--- config.mk ---
export PLATFORM = sky130hd
export DESIGN_NAME = osrc_dev_flat
export DESIGN_NICKNAME = d
export VERILOG_FILES = /design/src/osrc_pkg.sv /design/src/osrc_link_if.sv /design/src/osrc_dev.sv /design/src/osrc_chdiv.sv /design/src/flat_wrapper.sv
export SDC_FILE = /design/constraint.sdc
export NUM_CORES = 1
export LEC_CHECK = 0
export BUFFER_PORTS_ARGS = -buffer_cell sky130_fd_sc_hd__buf_2
export CAP_MARGIN = 15
export CORE_ASPECT_RATIO = 0.9
export CORE_UTILIZATION = 45
export CTS_CLUSTER_DIAMETER = 200
export DETAILED_ROUTE_END_ITERATION = 7
export REMOVE_ABC_BUFFERS = 1
export SLEW_MARGIN = 25
export SYNTH_ARGS = -nofsm -noshare
export SYNTH_HDL_FRONTEND = slang
export SYNTH_SLANG_ARGS = --single-unit
export TNS_END_PERCENT = 100
--- constraint.sdc ---
create_clock -name ref_clk_i -period 9.71 [get_ports ref_clk_i]
set_clock_uncertainty 0.15 [all_clocks]
set_input_delay 1.942 -clock ref_clk_i [delete_from_list [all_inputs] [get_ports ref_clk_i]]
set_output_delay 1.942 -clock ref_clk_i [all_outputs]
set_load 0.01 [all_outputs]
--- src/osrc_pkg.sv ---
// Purpose: Shared map, field positions, reset images and timing counts
// Assumes: 200 MHz channel divider input clock
// Notes:   Reset images marked EEPROM stand for stored settings
package osrc_pkg;
    localparam int CLK_MHZ = 200;
    localparam int CW      = 24;
    // Register byte addresses
    localparam logic [11:0] A_SPC  = 12'h000;
    localparam logic [11:0] A_DRV0 = 12'h0f0;
    localparam logic [11:0] A_DRVL = 12'h0fb;
    localparam logic [11:0] A_DIV0 = 12'h190;
    localparam logic [11:0] A_DIVL = 12'h19b;
    localparam logic [11:0] A_ALN  = 12'h230;
    localparam logic [11:0] A_STAT = 12'h231;
    localparam logic [11:0] A_UPD  = 12'h232;
    // Storage indices
    localparam logic [4:0] IX_DRV  = 5'h01;
    localparam logic [4:0] IX_DIV  = 5'h0d;
    localparam logic [4:0] IX_ALN  = 5'h19;
    localparam logic [4:0] IX_SPC  = 5'h00;
    localparam logic [4:0] IX_NONE = 5'h1f;
    // Field positions
    localparam int SPC_SRST_A = 2;
    localparam int SPC_SRST_B = 5;
    localparam int ALN_SOFT   = 0;
    localparam int ALN_DPD    = 1;
    localparam int UPD_ALL    = 0;
    localparam int DRV_PD     = 0;
    localparam int DRV_INVA   = 1;
    localparam int DRV_INVB   = 2;
    localparam int DRV_CMOS   = 3;
    localparam int DRV_ENA    = 5;
    localparam int DRV_ENB    = 6;
    localparam int PH_SH      = 4;
    localparam int PH_PO_MSB  = 3;
    localparam int DIV_IGN    = 7;
    // Reset values, on-chip defaults and stored image
    localparam logic [7:0] SPC_RST = 8'h00;
    localparam logic [7:0] DRV_DEF = 8'h00;
    localparam logic [7:0] DRV_EE  = 8'h08;
    localparam logic [7:0] MN_DEF  = 8'h00;
    localparam logic [7:0] MN_EE   = 8'h11;
    localparam logic [7:0] PH_DEF  = 8'h00;
    localparam logic [7:0] PH_EE   = 8'h00;
    localparam logic [7:0] ALN_RST = 8'h00;
    localparam logic [3:0] PIN_RST = 4'h7;
    // Timing
    // Four sync stages plus this hold put outputs 16 cycles after the pin
    localparam logic [3:0] ALIGN_PIPE_CYC = 4'ha;
    localparam int POR_LOAD_CYC  = 8;
    localparam int HRST_FAST_NS  = 2000;
    localparam int HRST_FAST_CYC = HRST_FAST_NS * CLK_MHZ / 1000;
    localparam int HRST_EE_MS    = 20;
    localparam int HRST_EE_CYC   = HRST_EE_MS * CLK_MHZ * 1000;
    localparam int POR_SYNC_MS   = 50;
    localparam int POR_SYNC_CYC  = POR_SYNC_MS * CLK_MHZ * 1000;
    localparam int POR_RUN_MS    = 70;
    localparam int POR_RUN_CYC   = POR_RUN_MS * CLK_MHZ * 1000;
endpackage

--- src/osrc_link_if.sv ---
// Purpose: Pins and serial register access between host and device
// Assumes: Single clock shared by both ends
// Notes:   Active-low pins idle high
`timescale 1ns/100ps
interface osrc_link_if;
    logic        sync_n;
    logic        hrst_n;
    logic        sleep_pin_n;
    logic        cfg_src;
    logic [11:0] sp_addr;
    logic [7:0]  sp_wdata;
    logic        sp_wr;
    logic        sp_rd;
    logic [7:0]  sp_rdata;
    logic        sp_tick;
    modport dev (
        input  sync_n, hrst_n, sleep_pin_n, cfg_src,
        input  sp_addr, sp_wdata, sp_wr, sp_rd, sp_tick,
        output sp_rdata
    );
    modport host (
        output sync_n, hrst_n, sleep_pin_n, cfg_src,
        output sp_addr, sp_wdata, sp_wr, sp_rd, sp_tick,
        input  sp_rdata
    );
endinterface

--- src/osrc_dev.sv ---
// Purpose: Output alignment, reset modes and driver setup of the device
// Assumes: ref_clk_i is the channel divider input clock
// Notes:   Long waits are parameters so simulation can shorten them
`timescale 1ns/100ps
module osrc_dev #(
    parameter int unsigned POR_SYNC_CYC = osrc_pkg::POR_SYNC_CYC,
    parameter int unsigned POR_RUN_CYC  = osrc_pkg::POR_RUN_CYC,
    parameter int unsigned HRST_EE_CYC  = osrc_pkg::HRST_EE_CYC
) (
    // Clock and reset
    input  wire logic        ref_clk_i,
    input  wire logic        arst_n_i,
    input  wire logic        ce_i,
    // Link to host
    osrc_link_if.dev         lk,
    // Calibration status
    input  wire logic        vco_cal_busy_i,
    // Clock outputs, half A and half B
    output logic [11:0]      out_a_o,
    output logic [11:0]      out_b_o,
    output logic [11:0]      out_a_oe_n_o,
    output logic [11:0]      out_b_oe_n_o
);
    localparam int CW = osrc_pkg::CW;

    logic [3:0]    s1_reg;
    logic [3:0]    s2_reg;
    logic [3:0]    s3_reg;
    logic [3:0]    pin_reg;
    logic [CW-1:0] por_cnt_reg;
    logic [CW-1:0] hw_cnt_reg;
    logic          srst_reg;
    logic [7:0]    spc_reg;
    logic [7:0]    sh_reg [osrc_pkg::IX_DRV:osrc_pkg::IX_ALN];
    logic [7:0]    act_reg [osrc_pkg::IX_DRV:osrc_pkg::IX_ALN];
    logic [3:0]    aln_cnt_reg;
    logic [7:0]    rdata_reg;
    logic [3:0]    div_clk;
    logic [4:0]    idx;
    logic          wr_hit;
    logic          upd;
    logic          restore;
    logic          por_quiet;
    logic          align_raw;
    logic          align_hold;
    logic          off;
    logic          ee;

    function automatic logic [4:0] reg_idx(input logic [11:0] a);
        if (a == osrc_pkg::A_SPC)
            return osrc_pkg::IX_SPC;
        if (a >= osrc_pkg::A_DRV0 && a <= osrc_pkg::A_DRVL)
            return 5'(a - osrc_pkg::A_DRV0) + osrc_pkg::IX_DRV;
        if (a >= osrc_pkg::A_DIV0 && a <= osrc_pkg::A_DIVL)
            return 5'(a - osrc_pkg::A_DIV0) + osrc_pkg::IX_DIV;
        if (a == osrc_pkg::A_ALN)
            return osrc_pkg::IX_ALN;
        return osrc_pkg::IX_NONE;
    endfunction

    function automatic logic [7:0] rst_val(input logic [4:0] i,
                                           input logic e);
        logic [4:0] k;
        k = i - osrc_pkg::IX_DIV;
        if (i < osrc_pkg::IX_DIV)
            return e ? osrc_pkg::DRV_EE : osrc_pkg::DRV_DEF;
        if (i == osrc_pkg::IX_ALN)
            return osrc_pkg::ALN_RST;
        if (k % 5'h03 == 5'h00)
            return e ? osrc_pkg::MN_EE : osrc_pkg::MN_DEF;
        if (k % 5'h03 == 5'h01)
            return e ? osrc_pkg::PH_EE : osrc_pkg::PH_DEF;
        return 8'h00;
    endfunction

    assign idx    = reg_idx(lk.sp_addr);
    assign wr_hit = lk.sp_wr && idx != osrc_pkg::IX_NONE
                    && idx != osrc_pkg::IX_SPC;
    assign upd    = lk.sp_wr && lk.sp_addr == osrc_pkg::A_UPD
                    && lk.sp_wdata[osrc_pkg::UPD_ALL];
    assign ee     = pin_reg[3];

    always_ff @(posedge ref_clk_i or negedge arst_n_i) begin
        if (!arst_n_i) begin
            s1_reg  <= osrc_pkg::PIN_RST;
            s2_reg  <= osrc_pkg::PIN_RST;
            s3_reg  <= osrc_pkg::PIN_RST;
            pin_reg <= osrc_pkg::PIN_RST;
        end else if (ce_i) begin
            s1_reg <= {lk.cfg_src, lk.sleep_pin_n, lk.hrst_n, lk.sync_n};
            s2_reg <= s1_reg;
            s3_reg <= s2_reg;
            for (int p = 0; p < 4; p++) begin
                if (s2_reg[p] == s3_reg[p])
                    pin_reg[p] <= s3_reg[p];
            end
        end
    end

    always_ff @(posedge ref_clk_i or negedge arst_n_i) begin
        if (!arst_n_i)
            por_cnt_reg <= '0;
        else if (ce_i && por_cnt_reg < CW'(POR_RUN_CYC))
            por_cnt_reg <= por_cnt_reg + CW'(1);
    end
    assign por_quiet = por_cnt_reg < CW'(POR_RUN_CYC);

    always_ff @(posedge ref_clk_i or negedge arst_n_i) begin
        if (!arst_n_i)
            hw_cnt_reg <= '0;
        else if (ce_i) begin
            if (!pin_reg[1])
                hw_cnt_reg <= ee ? CW'(HRST_EE_CYC)
                                 : CW'(osrc_pkg::HRST_FAST_CYC);
            else if (hw_cnt_reg != '0)
                hw_cnt_reg <= hw_cnt_reg - CW'(1);
        end
    end

    always_ff @(posedge ref_clk_i or negedge arst_n_i) begin
        if (!arst_n_i) begin
            srst_reg <= 1'b0;
            spc_reg  <= osrc_pkg::SPC_RST;
        end else if (ce_i) begin
            if (lk.sp_wr && idx == osrc_pkg::IX_SPC) begin
                spc_reg <= lk.sp_wdata;
                if (lk.sp_wdata[osrc_pkg::SPC_SRST_A] ||
                    lk.sp_wdata[osrc_pkg::SPC_SRST_B]) begin
                    srst_reg                       <= 1'b1;
                    spc_reg[osrc_pkg::SPC_SRST_A] <= 1'b1;
                    spc_reg[osrc_pkg::SPC_SRST_B] <= 1'b1;
                end
            end else if (srst_reg && lk.sp_tick) begin
                srst_reg                       <= 1'b0;
                spc_reg[osrc_pkg::SPC_SRST_A] <= 1'b0;
                spc_reg[osrc_pkg::SPC_SRST_B] <= 1'b0;
            end
        end
    end

    assign restore = por_cnt_reg < CW'(osrc_pkg::POR_LOAD_CYC)
                     || !pin_reg[1] || srst_reg;

    always_ff @(posedge ref_clk_i or negedge arst_n_i) begin
        if (!arst_n_i) begin
            for (int i = osrc_pkg::IX_DRV; i <= osrc_pkg::IX_ALN; i++) begin
                sh_reg[i]  <= rst_val(5'(i), 1'b0);
                act_reg[i] <= rst_val(5'(i), 1'b0);
            end
        end else if (ce_i) begin
            if (restore) begin
                for (int i = osrc_pkg::IX_DRV; i <= osrc_pkg::IX_ALN;
                     i++) begin
                    sh_reg[i]  <= rst_val(5'(i), ee);
                    act_reg[i] <= rst_val(5'(i), ee);
                end
            end else begin
                if (upd) begin
                    for (int i = osrc_pkg::IX_DRV; i <= osrc_pkg::IX_ALN;
                         i++)
                        act_reg[i] <= sh_reg[i];
                end
                if (wr_hit) begin
                    sh_reg[idx] <= lk.sp_wdata;
                    if (idx < osrc_pkg::IX_DIV
                        && lk.sp_wdata[osrc_pkg::DRV_CMOS]
                        && !sh_reg[idx][osrc_pkg::DRV_CMOS]) begin
                        sh_reg[idx][osrc_pkg::DRV_ENA] <= 1'b1;
                        sh_reg[idx][osrc_pkg::DRV_ENB] <= 1'b1;
                    end
                end
            end
        end
    end

    assign align_raw = !pin_reg[0] || !pin_reg[2] || !pin_reg[1]
                       || act_reg[osrc_pkg::IX_ALN][osrc_pkg::ALN_SOFT]
                       || act_reg[osrc_pkg::IX_ALN][osrc_pkg::ALN_DPD]
                       || srst_reg || hw_cnt_reg != '0 || vco_cal_busy_i
                       || por_cnt_reg < CW'(POR_SYNC_CYC);

    always_ff @(posedge ref_clk_i or negedge arst_n_i) begin
        if (!arst_n_i)
            aln_cnt_reg <= osrc_pkg::ALIGN_PIPE_CYC;
        else if (ce_i) begin
            if (align_raw)
                aln_cnt_reg <= osrc_pkg::ALIGN_PIPE_CYC;
            else if (aln_cnt_reg != 4'h0)
                aln_cnt_reg <= aln_cnt_reg - 4'h1;
        end
    end
    assign align_hold = align_raw || aln_cnt_reg != 4'h0;

    always_ff @(posedge ref_clk_i or negedge arst_n_i) begin
        if (!arst_n_i)
            rdata_reg <= 8'h00;
        else if (ce_i && lk.sp_rd) begin
            if (idx == osrc_pkg::IX_SPC)
                rdata_reg <= spc_reg;
            else if (idx != osrc_pkg::IX_NONE)
                rdata_reg <= sh_reg[idx];
            else if (lk.sp_addr == osrc_pkg::A_STAT)
                rdata_reg <= {5'h00, hw_cnt_reg != '0, srst_reg,
                              align_hold};
            else
                rdata_reg <= 8'h00;
        end
    end
    assign lk.sp_rdata = rdata_reg;

    for (genvar k = 0; k < 4; k++) begin : g_ch
        logic hold;
        assign hold = align_hold
            && !act_reg[osrc_pkg::IX_DIV + 5'(3 * k) + 5'h02]
                       [osrc_pkg::DIV_IGN];
        osrc_chdiv u_div (
            .ref_clk_i (ref_clk_i),
            .arst_n_i  (arst_n_i),
            .ce_i      (ce_i),
            .hold_i    (hold),
            .mn_i      (act_reg[osrc_pkg::IX_DIV + 5'(3 * k)]),
            .ph_i      (act_reg[osrc_pkg::IX_DIV + 5'(3 * k) + 5'h01]),
            .div_o     (div_clk[k])
        );
    end

    // Sleep and distribution power-down tristate every driver
    assign off = !pin_reg[2] || por_quiet
                 || act_reg[osrc_pkg::IX_ALN][osrc_pkg::ALN_DPD];

    for (genvar j = 0; j < 12; j++) begin : g_out
        logic [7:0] c;
        logic       on;
        logic       a;
        assign c  = act_reg[osrc_pkg::IX_DRV + 5'(j)];
        assign on = !off && !c[osrc_pkg::DRV_PD];
        assign a  = div_clk[j / 3] ^ c[osrc_pkg::DRV_INVA];
        always_ff @(posedge ref_clk_i or negedge arst_n_i) begin
            if (!arst_n_i) begin
                out_a_o[j]      <= 1'b0;
                out_b_o[j]      <= 1'b0;
                out_a_oe_n_o[j] <= 1'b1;
                out_b_oe_n_o[j] <= 1'b1;
            end else if (ce_i) begin
                out_a_o[j] <= a;
                out_b_o[j] <= c[osrc_pkg::DRV_CMOS]
                    ? div_clk[j / 3] ^ c[osrc_pkg::DRV_INVB] : !a;
                out_a_oe_n_o[j] <= !(on && (!c[osrc_pkg::DRV_CMOS]
                                     || c[osrc_pkg::DRV_ENA]));
                out_b_oe_n_o[j] <= !(on && (!c[osrc_pkg::DRV_CMOS]
                                     || c[osrc_pkg::DRV_ENB]));
            end
        end
    end
endmodule

--- src/osrc_chdiv.sv ---
// Purpose: One channel divider with static preset and phase delay
// Assumes: hold comes from the clock domain of ref_clk_i
// Notes:   Settings are latched only while held
`timescale 1ns/100ps
module osrc_chdiv (
    // Clock and reset
    input  wire logic       ref_clk_i,
    input  wire logic       arst_n_i,
    input  wire logic       ce_i,
    // Control
    input  wire logic       hold_i,
    input  wire logic [7:0] mn_i,
    input  wire logic [7:0] ph_i,
    // Divided clock
    output logic            div_o
);
    typedef enum logic [2:0] {
        OSRC_DLY = 3'b001,
        OSRC_HI  = 3'b010,
        OSRC_LO  = 3'b100
    } osrc_dstate_t;

    osrc_dstate_t st_reg;
    logic [4:0]   cnt_reg;
    logic [3:0]   m_reg;
    logic [3:0]   n_reg;
    logic [4:0]   phi;
    logic [4:0]   dly;

    assign phi = {ph_i[osrc_pkg::PH_SH], ph_i[osrc_pkg::PH_PO_MSB:0]};
    assign dly = phi[4] ? 5'({1'b0, phi[3:0]} + {1'b0, mn_i[7:4]} + 5'h01)
                        : phi;

    always_ff @(posedge ref_clk_i or negedge arst_n_i) begin
        if (!arst_n_i) begin
            st_reg  <= OSRC_DLY;
            cnt_reg <= 5'h00;
            m_reg   <= 4'h0;
            n_reg   <= 4'h0;
            div_o   <= 1'b0;
        end else if (ce_i) begin
            if (hold_i) begin
                st_reg  <= OSRC_DLY;
                cnt_reg <= dly;
                m_reg   <= mn_i[7:4];
                n_reg   <= mn_i[3:0];
                div_o   <= ph_i[osrc_pkg::PH_SH];
            end else if (cnt_reg != 5'h00) begin
                cnt_reg <= cnt_reg - 5'h01;
            end else begin
                case (st_reg)
                    OSRC_DLY, OSRC_LO: begin
                        st_reg  <= OSRC_HI;
                        cnt_reg <= {1'b0, n_reg};
                        div_o   <= 1'b1;
                    end
                    OSRC_HI: begin
                        st_reg  <= OSRC_LO;
                        cnt_reg <= {1'b0, m_reg};
                        div_o   <= 1'b0;
                    end
                    default: st_reg <= OSRC_DLY;
                endcase
            end
        end
    end
endmodule

--- src/flat_wrapper.sv ---
// flat-port wrapper written by rule: the top's interface ports become plain ports
module osrc_dev_flat 
#(
    parameter int unsigned POR_SYNC_CYC = osrc_pkg::POR_SYNC_CYC,
    parameter int unsigned POR_RUN_CYC  = osrc_pkg::POR_RUN_CYC,
    parameter int unsigned HRST_EE_CYC  = osrc_pkg::HRST_EE_CYC
)
  (ref_clk_i, arst_n_i, ce_i, vco_cal_busy_i, out_a_o, out_b_o, out_a_oe_n_o, out_b_oe_n_o, lk_sync_n, lk_hrst_n, lk_sleep_pin_n, lk_cfg_src, lk_sp_addr, lk_sp_wdata, lk_sp_wr, lk_sp_rd, lk_sp_tick, lk_sp_rdata);
  osrc_link_if lk_i ();
  input  wire logic ref_clk_i;
  input  wire logic arst_n_i;
  input  wire logic ce_i;
  input  wire logic vco_cal_busy_i;
  output logic [11:0] out_a_o;
  output logic [11:0] out_b_o;
  output logic [11:0] out_a_oe_n_o;
  output logic [11:0] out_b_oe_n_o;
  input wire logic [$bits(lk_i.sync_n)-1:0] lk_sync_n;
  input wire logic [$bits(lk_i.hrst_n)-1:0] lk_hrst_n;
  input wire logic [$bits(lk_i.sleep_pin_n)-1:0] lk_sleep_pin_n;
  input wire logic [$bits(lk_i.cfg_src)-1:0] lk_cfg_src;
  input wire logic [$bits(lk_i.sp_addr)-1:0] lk_sp_addr;
  input wire logic [$bits(lk_i.sp_wdata)-1:0] lk_sp_wdata;
  input wire logic [$bits(lk_i.sp_wr)-1:0] lk_sp_wr;
  input wire logic [$bits(lk_i.sp_rd)-1:0] lk_sp_rd;
  input wire logic [$bits(lk_i.sp_tick)-1:0] lk_sp_tick;
  output wire logic [$bits(lk_i.sp_rdata)-1:0] lk_sp_rdata;
  assign lk_i.sync_n = lk_sync_n;
  assign lk_i.hrst_n = lk_hrst_n;
  assign lk_i.sleep_pin_n = lk_sleep_pin_n;
  assign lk_i.cfg_src = lk_cfg_src;
  assign lk_i.sp_addr = lk_sp_addr;
  assign lk_i.sp_wdata = lk_sp_wdata;
  assign lk_i.sp_wr = lk_sp_wr;
  assign lk_i.sp_rd = lk_sp_rd;
  assign lk_i.sp_tick = lk_sp_tick;
  assign lk_sp_rdata = lk_i.sp_rdata;
  osrc_dev #(.POR_SYNC_CYC(POR_SYNC_CYC), .POR_RUN_CYC(POR_RUN_CYC), .HRST_EE_CYC(HRST_EE_CYC)) u_core (.ref_clk_i(ref_clk_i), .arst_n_i(arst_n_i), .ce_i(ce_i), .lk(lk_i), .vco_cal_busy_i(vco_cal_busy_i), .out_a_o(out_a_o), .out_b_o(out_b_o), .out_a_oe_n_o(out_a_oe_n_o), .out_b_oe_n_o(out_b_oe_n_o));
endmodule
==> metrics.md, run 1 <==
| Metric | Value |
|---|---|
| Final net count | `2927` |
| Post_cts resized | `0` |
| Status | `finished, final reports clean` |
| Crit-path max FO | `22` |
| Max-capacitance violation count | `0` |
| I/O pin cnt | `87` |
| Number of max-slew violations in the final report | `0` |
| WHS | `around 0.33 ns` |
| Starting Density | `0.457` |
| Routed WL | `roughly 84000 um` |
| Initial drt markers | `approximately 2.3k` |
| # rows | `83` |
| VDD IR max | `about 0.16 mV` |
| Via-to-Cell Ratio | `~6.0` |
| Setup Buffers After CTS | `0` |
| Largest register FFs | `200` |
| CTS max path bufs | `3` |
| Filler cell count | `between 5k and 6k` |
| Final Hold Viols | `0` |
| Most used DFF post-synth | `dfrtp_1` |
| CTS tree | `yes` |
| Leakage power | `about 13 nW` |
| Sw Share | `0.286` |
| Top cells by area, synth | `dfrtp_1 47%, nand2_1 9.3%, o21ai_0 5.6%` |
| TNS Setup | `0 ns` |
| Initial antenna violation count | `4` |
| Critical Path Start Type | `primary input` |
| Pwr Total | `slightly below 6 mW` |
| Flop pwr share | `0.447` |
| Post-DP HPWL | `59500 um` |
| Pwr/cell area | `197 nW/um^2` |
| Commonest non-fill, non-tap cell in the layout | `nand2_1` |
| First-pass GRT wire length | `129000 um` |
| Global route overflow | `0` |
| Worst slew pin tran | `around 1.1 ns` |
| # hold bufs at CTS | `0` |
| Vias in the first global route | `roughly 21k` |
| Final setup fails | `0` |
| Reg clk slew, reported paths | `roughly 0.07 ns` |
| Post-Place Cells | `between 3k and 4k` |
| Total core area | `about 57000 sq um` |
| GRT Util Overall | `0.284` |
| Share of the synthesized area in the top cell type | `0.467` |
| Register area | `approximately 13000 sq um` |
| Syn Area/Cell | `a little over 9 sq um` |
| Post-route DRC | `0` |
| Routed Antenna Nets | `0` |
| Required @ worst endpoint | `around 10 ns` |
| Sequential fraction of the synthesis area | `0.509` |
| Post-synthesis cell count | `~2.8k` |
| Yosys reg bits | `530` |
| CTS root buf | `clkbuf_16` |
| Number of synthesized flops with an enable pin | `0` |
| Post-synth top area cell | `dfrtp_1` |
| Final period utilization | `0.597` |
| Clock tree sinks | `530` |
| Die W | `256 um` |
| Largest net degree at the start of global routing | `between 150 and 200` |
| Internal cell power | `4.13 mW` |
| Area of the multi-input gates | `roughly 12000 sq um` |
| RSZ-0062 raised after global routing | `false` |
| TritonCTS Buffers | `56` |
| Commonest cells after routing, fill and taps aside | `649 x nand2_1, 488 x dfrtp_1, 295 x o21ai_0` |
| Synth cell types | `90` |
| Clock Latency Late Sink | `between 0.6 and 0.7 ns` |
| Post-route non-filler standard cell count | `roughly 3.7k` |
| Die Ht | `between 200 and 250 um` |
| Share of post-route cells with drive strength above 1 | `0.132` |
| H-tree depth | `2` |
| Critical Path End Type | `register` |
| NetSw | `between 1.5 and 2 mW` |
| Post-Synthesis Cell Area | `between 20000 and 30000 sq um` |
| Routability cong. | `1.01` |
| Slew HR | `0.256` |
| Port buffer count | `86` |
| Die area | `around 59000 sq um` |
| Setup CP Type | `in -> reg` |
| Arrival time at the worst endpoint | `slightly above 6 ns` |
| Fin crit period | `5.80 ns` |
| Via Count | `22.0k` |
| Combinational share of power | `0.146` |
| Clock power share | `0.407` |
| Asr flop ratio synth | `1.00` |
| Drt pass-1 iters | `5` |
| Max Clk Rate | `between 150 and 200 MHz` |
| Drt wl/cell | `22.9 um` |
| Area added between synthesis and finish | `12.2%` |
| Hold Path Class | `reg -> reg` |
| Synth Warn # | `0` |
-- final timing paths --
| kind | from | end | slack, ns | depth (start not counted) |
|---|---|---|---|---|
| setup / recovery | lk_sp_addr[0] | u_core.sh_reg[107]$_DFFE_PN0P_ | 3.91 | 11 |
| hold / removal | u_core.g_ch[0].u_div.cnt_reg[4]$_DFFE_PN0P_ | u_core.g_ch[0].u_div.cnt_reg[4]$_DFFE_PN0P_ | 0.33 | 2 |
| setup reg to reg | u_core.hw_cnt_reg[13]$_DFFE_PN0P_ | u_core.g_ch[3].u_div.cnt_reg[3]$_DFFE_PN0P_ | 5.17 | 8 |
| hold reg to reg | u_core.g_ch[0].u_div.cnt_reg[4]$_DFFE_PN0P_ | u_core.g_ch[0].u_div.cnt_reg[4]$_DFFE_PN0P_ | 0.33 | 2 |
| max in group asynchronous | arst_n_i | u_core.sh_reg[147]$_DFFE_PN0P_ | 6.89 | 2 |
| min in group asynchronous | arst_n_i | u_core.act_reg[92]$_DFFE_PN0P_ | 1.16 | 1 |
-- cell families (layout without fill, tap and decap cells) --
family | count (synthesis) | after routing | synth area share
other cells | 0 | 1 | 0
simple gates | 1124 | 1124 | 0.190
xor+xnor | 76 | 76 | 0.0254
buf+inv | 193 | 269 | 0.0293
fa+ha+maj | 32 | 32 | 0.0164
flops | 530 | 530 | 0.509
compound gates | 715 | 715 | 0.164
mux | 162 | 162 | 0.0664
-- layout make-up --
type                    instances  area share
flip-flops and latches        530       0.453
multi-input cells            2109       0.413
clock buffers                  83      0.0564
well taps                     765      0.0326
repair buffers                121      0.0264
clock inverters                19      0.0122
inverters                      46     0.00588
diodes                          1   0.0000852
-- routing by layer --
| layer | wire, um | part of all wire | vias to the layer above | global-route usage |
|---|---|---|---|---|
| met2 | 37600 | 0.45 | 869 | 0.433 |
| li1 | - | - | 9972 | - |
| met3 | 6520 | 0.077 | 128 | 0.0531 |
| met5 | 25 | 0.00030 | - | 0 |
| met4 | 1880 | 0.022 | 4 | 0.0694 |
| met1 | 38200 | 0.45 | 11100 | 0.415 |
-- metrics by stage --
stage               setup slack, ns  instance area (sq um)  utilization
finish                         3.91                  29400        0.513
CTS                            3.99                  29300        0.513
global placement               3.46                  27300        0.477
global route                   3.73                  29400        0.513
floorplan                      1.98                  25600            -
detailed placement             3.37                  27300        0.478
-- cells in the mapped netlist, types with 18 or more instances --
| cell | number |
|---|---|
| nand3_1 | 92 |
| nand2_1 | 650 |
| nor2_1 | 162 |
| xor2_1 | 18 |
| buf_1 | 29 |
| a21oi_1 | 224 |
| nand2b_1 | 19 |
| dfrtp_1 | 488 |
| ha_1 | 28 |
| o21ai_0 | 295 |
| nor3_1 | 41 |
| o32a_1 | 28 |
| clkbuf_1 | 101 |
| inv_1 | 46 |
| mux2_2 | 91 |
| dfstp_2 | 42 |
| xnor2_1 | 58 |
| nor2b_1 | 34 |
| mux2i_1 | 70 |
-- critical path, stage by stage --
cell,delay (ns)
buf_2,0.14
inv_1,0.12
ha_1,0.22
or4b_2,0.65
a211oi_2,0.58
or3_1,0.38
nand3_2,0.25
o21ai_1,0.23
nand2_1,0.59
a21oi_1,0.65
mux2_2,0.39
-- power by group through the flow --
stage | clock (mW) | sequential (mW) | combinational [mW]
floorplan | 0 | 2.55 | 0.514
global placement | 0 | 2.61 | 0.819
detailed placement | 0 | 2.62 | 0.836
CTS | 2.39 | 2.58 | 0.843
global route | 2.47 | 2.60 | 0.929
finish | 2.35 | 2.58 | 0.842
Note: power is estimated with default switching activity, not from simulation.
==> run 2: changes to the inputs <==
==> constraint.sdc (replaced) <==
create_clock -name ref_clk_i -period 4.9 [get_ports ref_clk_i]
set_clock_uncertainty 0.15 [all_clocks]
set_input_delay 0.98 -clock ref_clk_i [delete_from_list [all_inputs] [get_ports ref_clk_i]]
set_output_delay 0.98 -clock ref_clk_i [all_outputs]
set_load 0.01 [all_outputs]
==> metrics.md, run 2 (synthesized netlist as in run 1, its figures left out) <==
| Metric | Value |
|---|---|
| Status | `finished, final reports clean` |
| DP Area | `27900 sq um (+2.2%)` |
| TritonCTS Buffers | `56 (unchanged)` |
| Register area | `13300 sq um (unchanged)` |
| Total core area | `57200 sq um (unchanged)` |
| Area of the multi-input gates | `12100 sq um (about the same)` |
| Reg clk slew, reported paths | `0.06 ns (about the same)` |
| Max Clk Rate | `roughly 240 MHz` |
| H-tree depth | `2 (unchanged)` |
| Critical Path Start Type | `primary input` |
| Initial antenna violation count | `1 (-3)` |
| Largest net degree at the start of global routing | `112 (-34%)` |
| First-pass GRT wire length | `133000 um (+2.6%)` |
| Sw Share | `0.290 (+0.00419)` |
| R2R depth | `10 (+2)` |
| Fin crit period | `about 4.2 ns` |
| Crit-path max FO | `17 (-23%)` |
| # hold bufs at CTS | `0 (unchanged)` |
| Post_cts resized | `0 (unchanged)` |
| CTS tree | `yes` |
| Drt pass-1 iters | `5 (unchanged)` |
| Worst setup path startpoint | `lk_sp_addr[10]` |
| Clock tree sinks | `530 (unchanged)` |
| Required @ worst endpoint | `5.23 ns (-4.83 ns)` |
| Clock Latency Late Sink | `0.62 ns (about the same)` |
| CTS root buf | `clkbuf_16` |
| R2R Path Start | `u_core.hw_cnt_reg[13]$_DFFE_PN0P_` |
| Routed Antenna Nets | `0 (unchanged)` |
| Pwr/cell area | `381 nW/um^2 (+94%)` |
| # diodes | `0 (-1)` |
| WL met3 | `5630 um (-14%)` |
| Worst slew pin tran | `1.01 ns (-0.0999 ns)` |
| Leakage power | `13.0 nW (+2.7%)` |
| Worst setup endpoint | `u_core.lk.sp_rdata[0]$_DFFE_PN0P_` |
| Area added between synthesis and finish | `14.4%` |
| GRT Util Overall | `0.292 (+0.00850)` |
| I/O pin cnt | `87 (unchanged)` |
| Setup slack, reg-to-reg | `0.81 ns (-4.36 ns)` |
| Setup CP Type | `in -> reg` |
| CTS max path bufs | `3 (unchanged)` |
| # rows | `83 (unchanged)` |
| Hold Path Class | `in -> async` |
| VDD IR max | `0.275 mV (+73%)` |
| Pwr Total | `11.4 mW (+97%)` |
| Final Hold Viols | `0 (unchanged)` |
| Final net count | `2991 (+2.2%)` |
| Via Count | `22.1k (+0.44%)` |
| Die area | `59100 sq um (unchanged)` |
| Post-DP HPWL | `63100 um (+6.1%)` |
| DR top layer | `met4` |
| Internal cell power | `8.09 mW (+96%)` |
| Critical Path End Type | `register` |
| Arrival time at the worst endpoint | `4.55 ns (-1.60 ns)` |
| Largest register FFs | `200 (unchanged)` |
| Vias in the first global route | `21.6k (+2.5%)` |
| NetSw | `3.30 mW (+100%)` |
| Routed WL | `86300 um (+2.5%)` |
| Post-Route M1 WL | `40100 um (+5.0%)` |
| Clock power share | `0.400 (-0.007)` |
| Die Ht | `231 um (unchanged)` |
| Commonest non-fill, non-tap cell in the layout | `nand2_1` |
| Final period utilization | `0.862` |
| Max-capacitance violation count | `0 (unchanged)` |
| Worst r2r dst | `u_core.lk.sp_rdata[0]$_DFFE_PN0P_` |
| Filler cell count | `5247 (-0.76%)` |
| Via-to-Cell Ratio | `5.92 (-1.3%)` |
| Combinational share of power | `0.152 (+0.006)` |
| Number of max-slew violations in the final report | `0 (unchanged)` |
| Wire length on met2 | `38700 um (+2.8%)` |
| Core Util, Final | `0.523 (+0.00988)` |
| Share of post-route cells with drive strength above 1 | `0.153 (+0.0213)` |
| Drt wl/cell | `23.1 um (+0.67%)` |
| Starting Density | `0.457 (unchanged)` |
| RSZ-0062 raised after global routing | `false` |
| Post-route cell area | `29900 sq um (+1.9%)` |
| Flop pwr share | `0.448 (about the same)` |
| Post-route DRC | `0 (unchanged)` |
| Final setup fails | `0 (unchanged)` |
| Commonest cells after routing, fill and taps aside | `649 x nand2_1, 488 x dfrtp_1, 295 x o21ai_0` |
| Port buffer count | `86 (unchanged)` |
| Die W | `256 um (unchanged)` |
| Routability cong. | `0.989 (-1.6%)` |
| Setup Buffers After CTS | `0 (unchanged)` |
| Initial drt markers | `2197 (-3.6%)` |
| Global route overflow | `0 (unchanged)` |
| Slew HR | `0.324 (+0.0679)` |
==> run 2: power groups by stage <==
stage,logic (mW),registers (mW),clock network (mW)
5_1_grt,1.91,5.14,4.81
3_3_place_gp,1.69,5.16,0
4_1_cts,1.73,5.09,4.62
6_report,1.73,5.10,4.56
3_5_place_dp,1.73,5.17,0
2_1_floorplan,1.02,5.06,0
==> run 2: worst min path at each step <==
| stage | from | end | cells after the start |
|---|---|---|---|
| after floorplan | u_core.g_ch[0].u_div.m_reg[0]$_DFFE_PN0P_ | u_core.g_ch[0].u_div.m_reg[0]$_DFFE_PN0P_ | 2 |
| after global placement | u_core.sh_reg[6]$_DFFE_PN0P_ | u_core.sh_reg[6]$_DFFE_PN0P_ | 2 |
| after detailed placement | u_core.sh_reg[13]$_DFFE_PN0P_ | u_core.sh_reg[13]$_DFFE_PN0P_ | 2 |
| after CTS | u_core.act_reg[96]$_DFFE_PN0P_ | u_core.act_reg[96]$_DFFE_PN0P_ | 2 |
| after global routing | arst_n_i | u_core.g_ch[0].u_div.st_reg[1]$_DFFE_PN0P_ | 1 |
| final | arst_n_i | u_core.g_ch[0].u_div.st_reg[1]$_DFFE_PN0P_ | 1 |
==> run 2: critical path, cell delays in order <==
cell      delay (ns)
buf_2           0.14
nor4_4          0.37
nand2_1         0.30
a21boi_1        0.73
nor2_4          0.30
buf_4           0.28
mux2_2          0.32
a221oi_1        0.32
nand3_1         0.23
a211oi_1        0.44
a21oi_1         0.12
==> run 2: per-layer routing <==
metal | up-vias | GRT usage
met4 | 0 | 0.0732
met5 | - | 0
met3 | 126 | 0.0411
li1 | 10100 | -
met2 | 802 | 0.449
met1 | 11100 | 0.434
==> run 2: area by class of cell <==
class | instances | area share
repair buffers | 185 | 0.0461
clock inverters | 29 | 0.0134
multi-input cells | 2109 | 0.405
flip-flops and latches | 530 | 0.445
clock buffers | 75 | 0.0525
well taps | 765 | 0.0320
inverters | 46 | 0.00577
==> run 2: per-stage QoR <==
step | setup WS, ns | cells | hold WS, ns | TNS, ns
5_1_grt | 0.490 | 3739 | 0.0907 | 0
4_1_cts | 0.867 | 3738 | 0.332 | 0
6_report | 0.676 | 3739 | 0.0908 | 0
3_5_place_dp | 0.239 | 3634 | 0.318 | 0
3_3_place_gp | 0.312 | 3634 | 0.308 | 0
2_1_floorplan | -1.87 | 2685 | 0.294 | -52.13
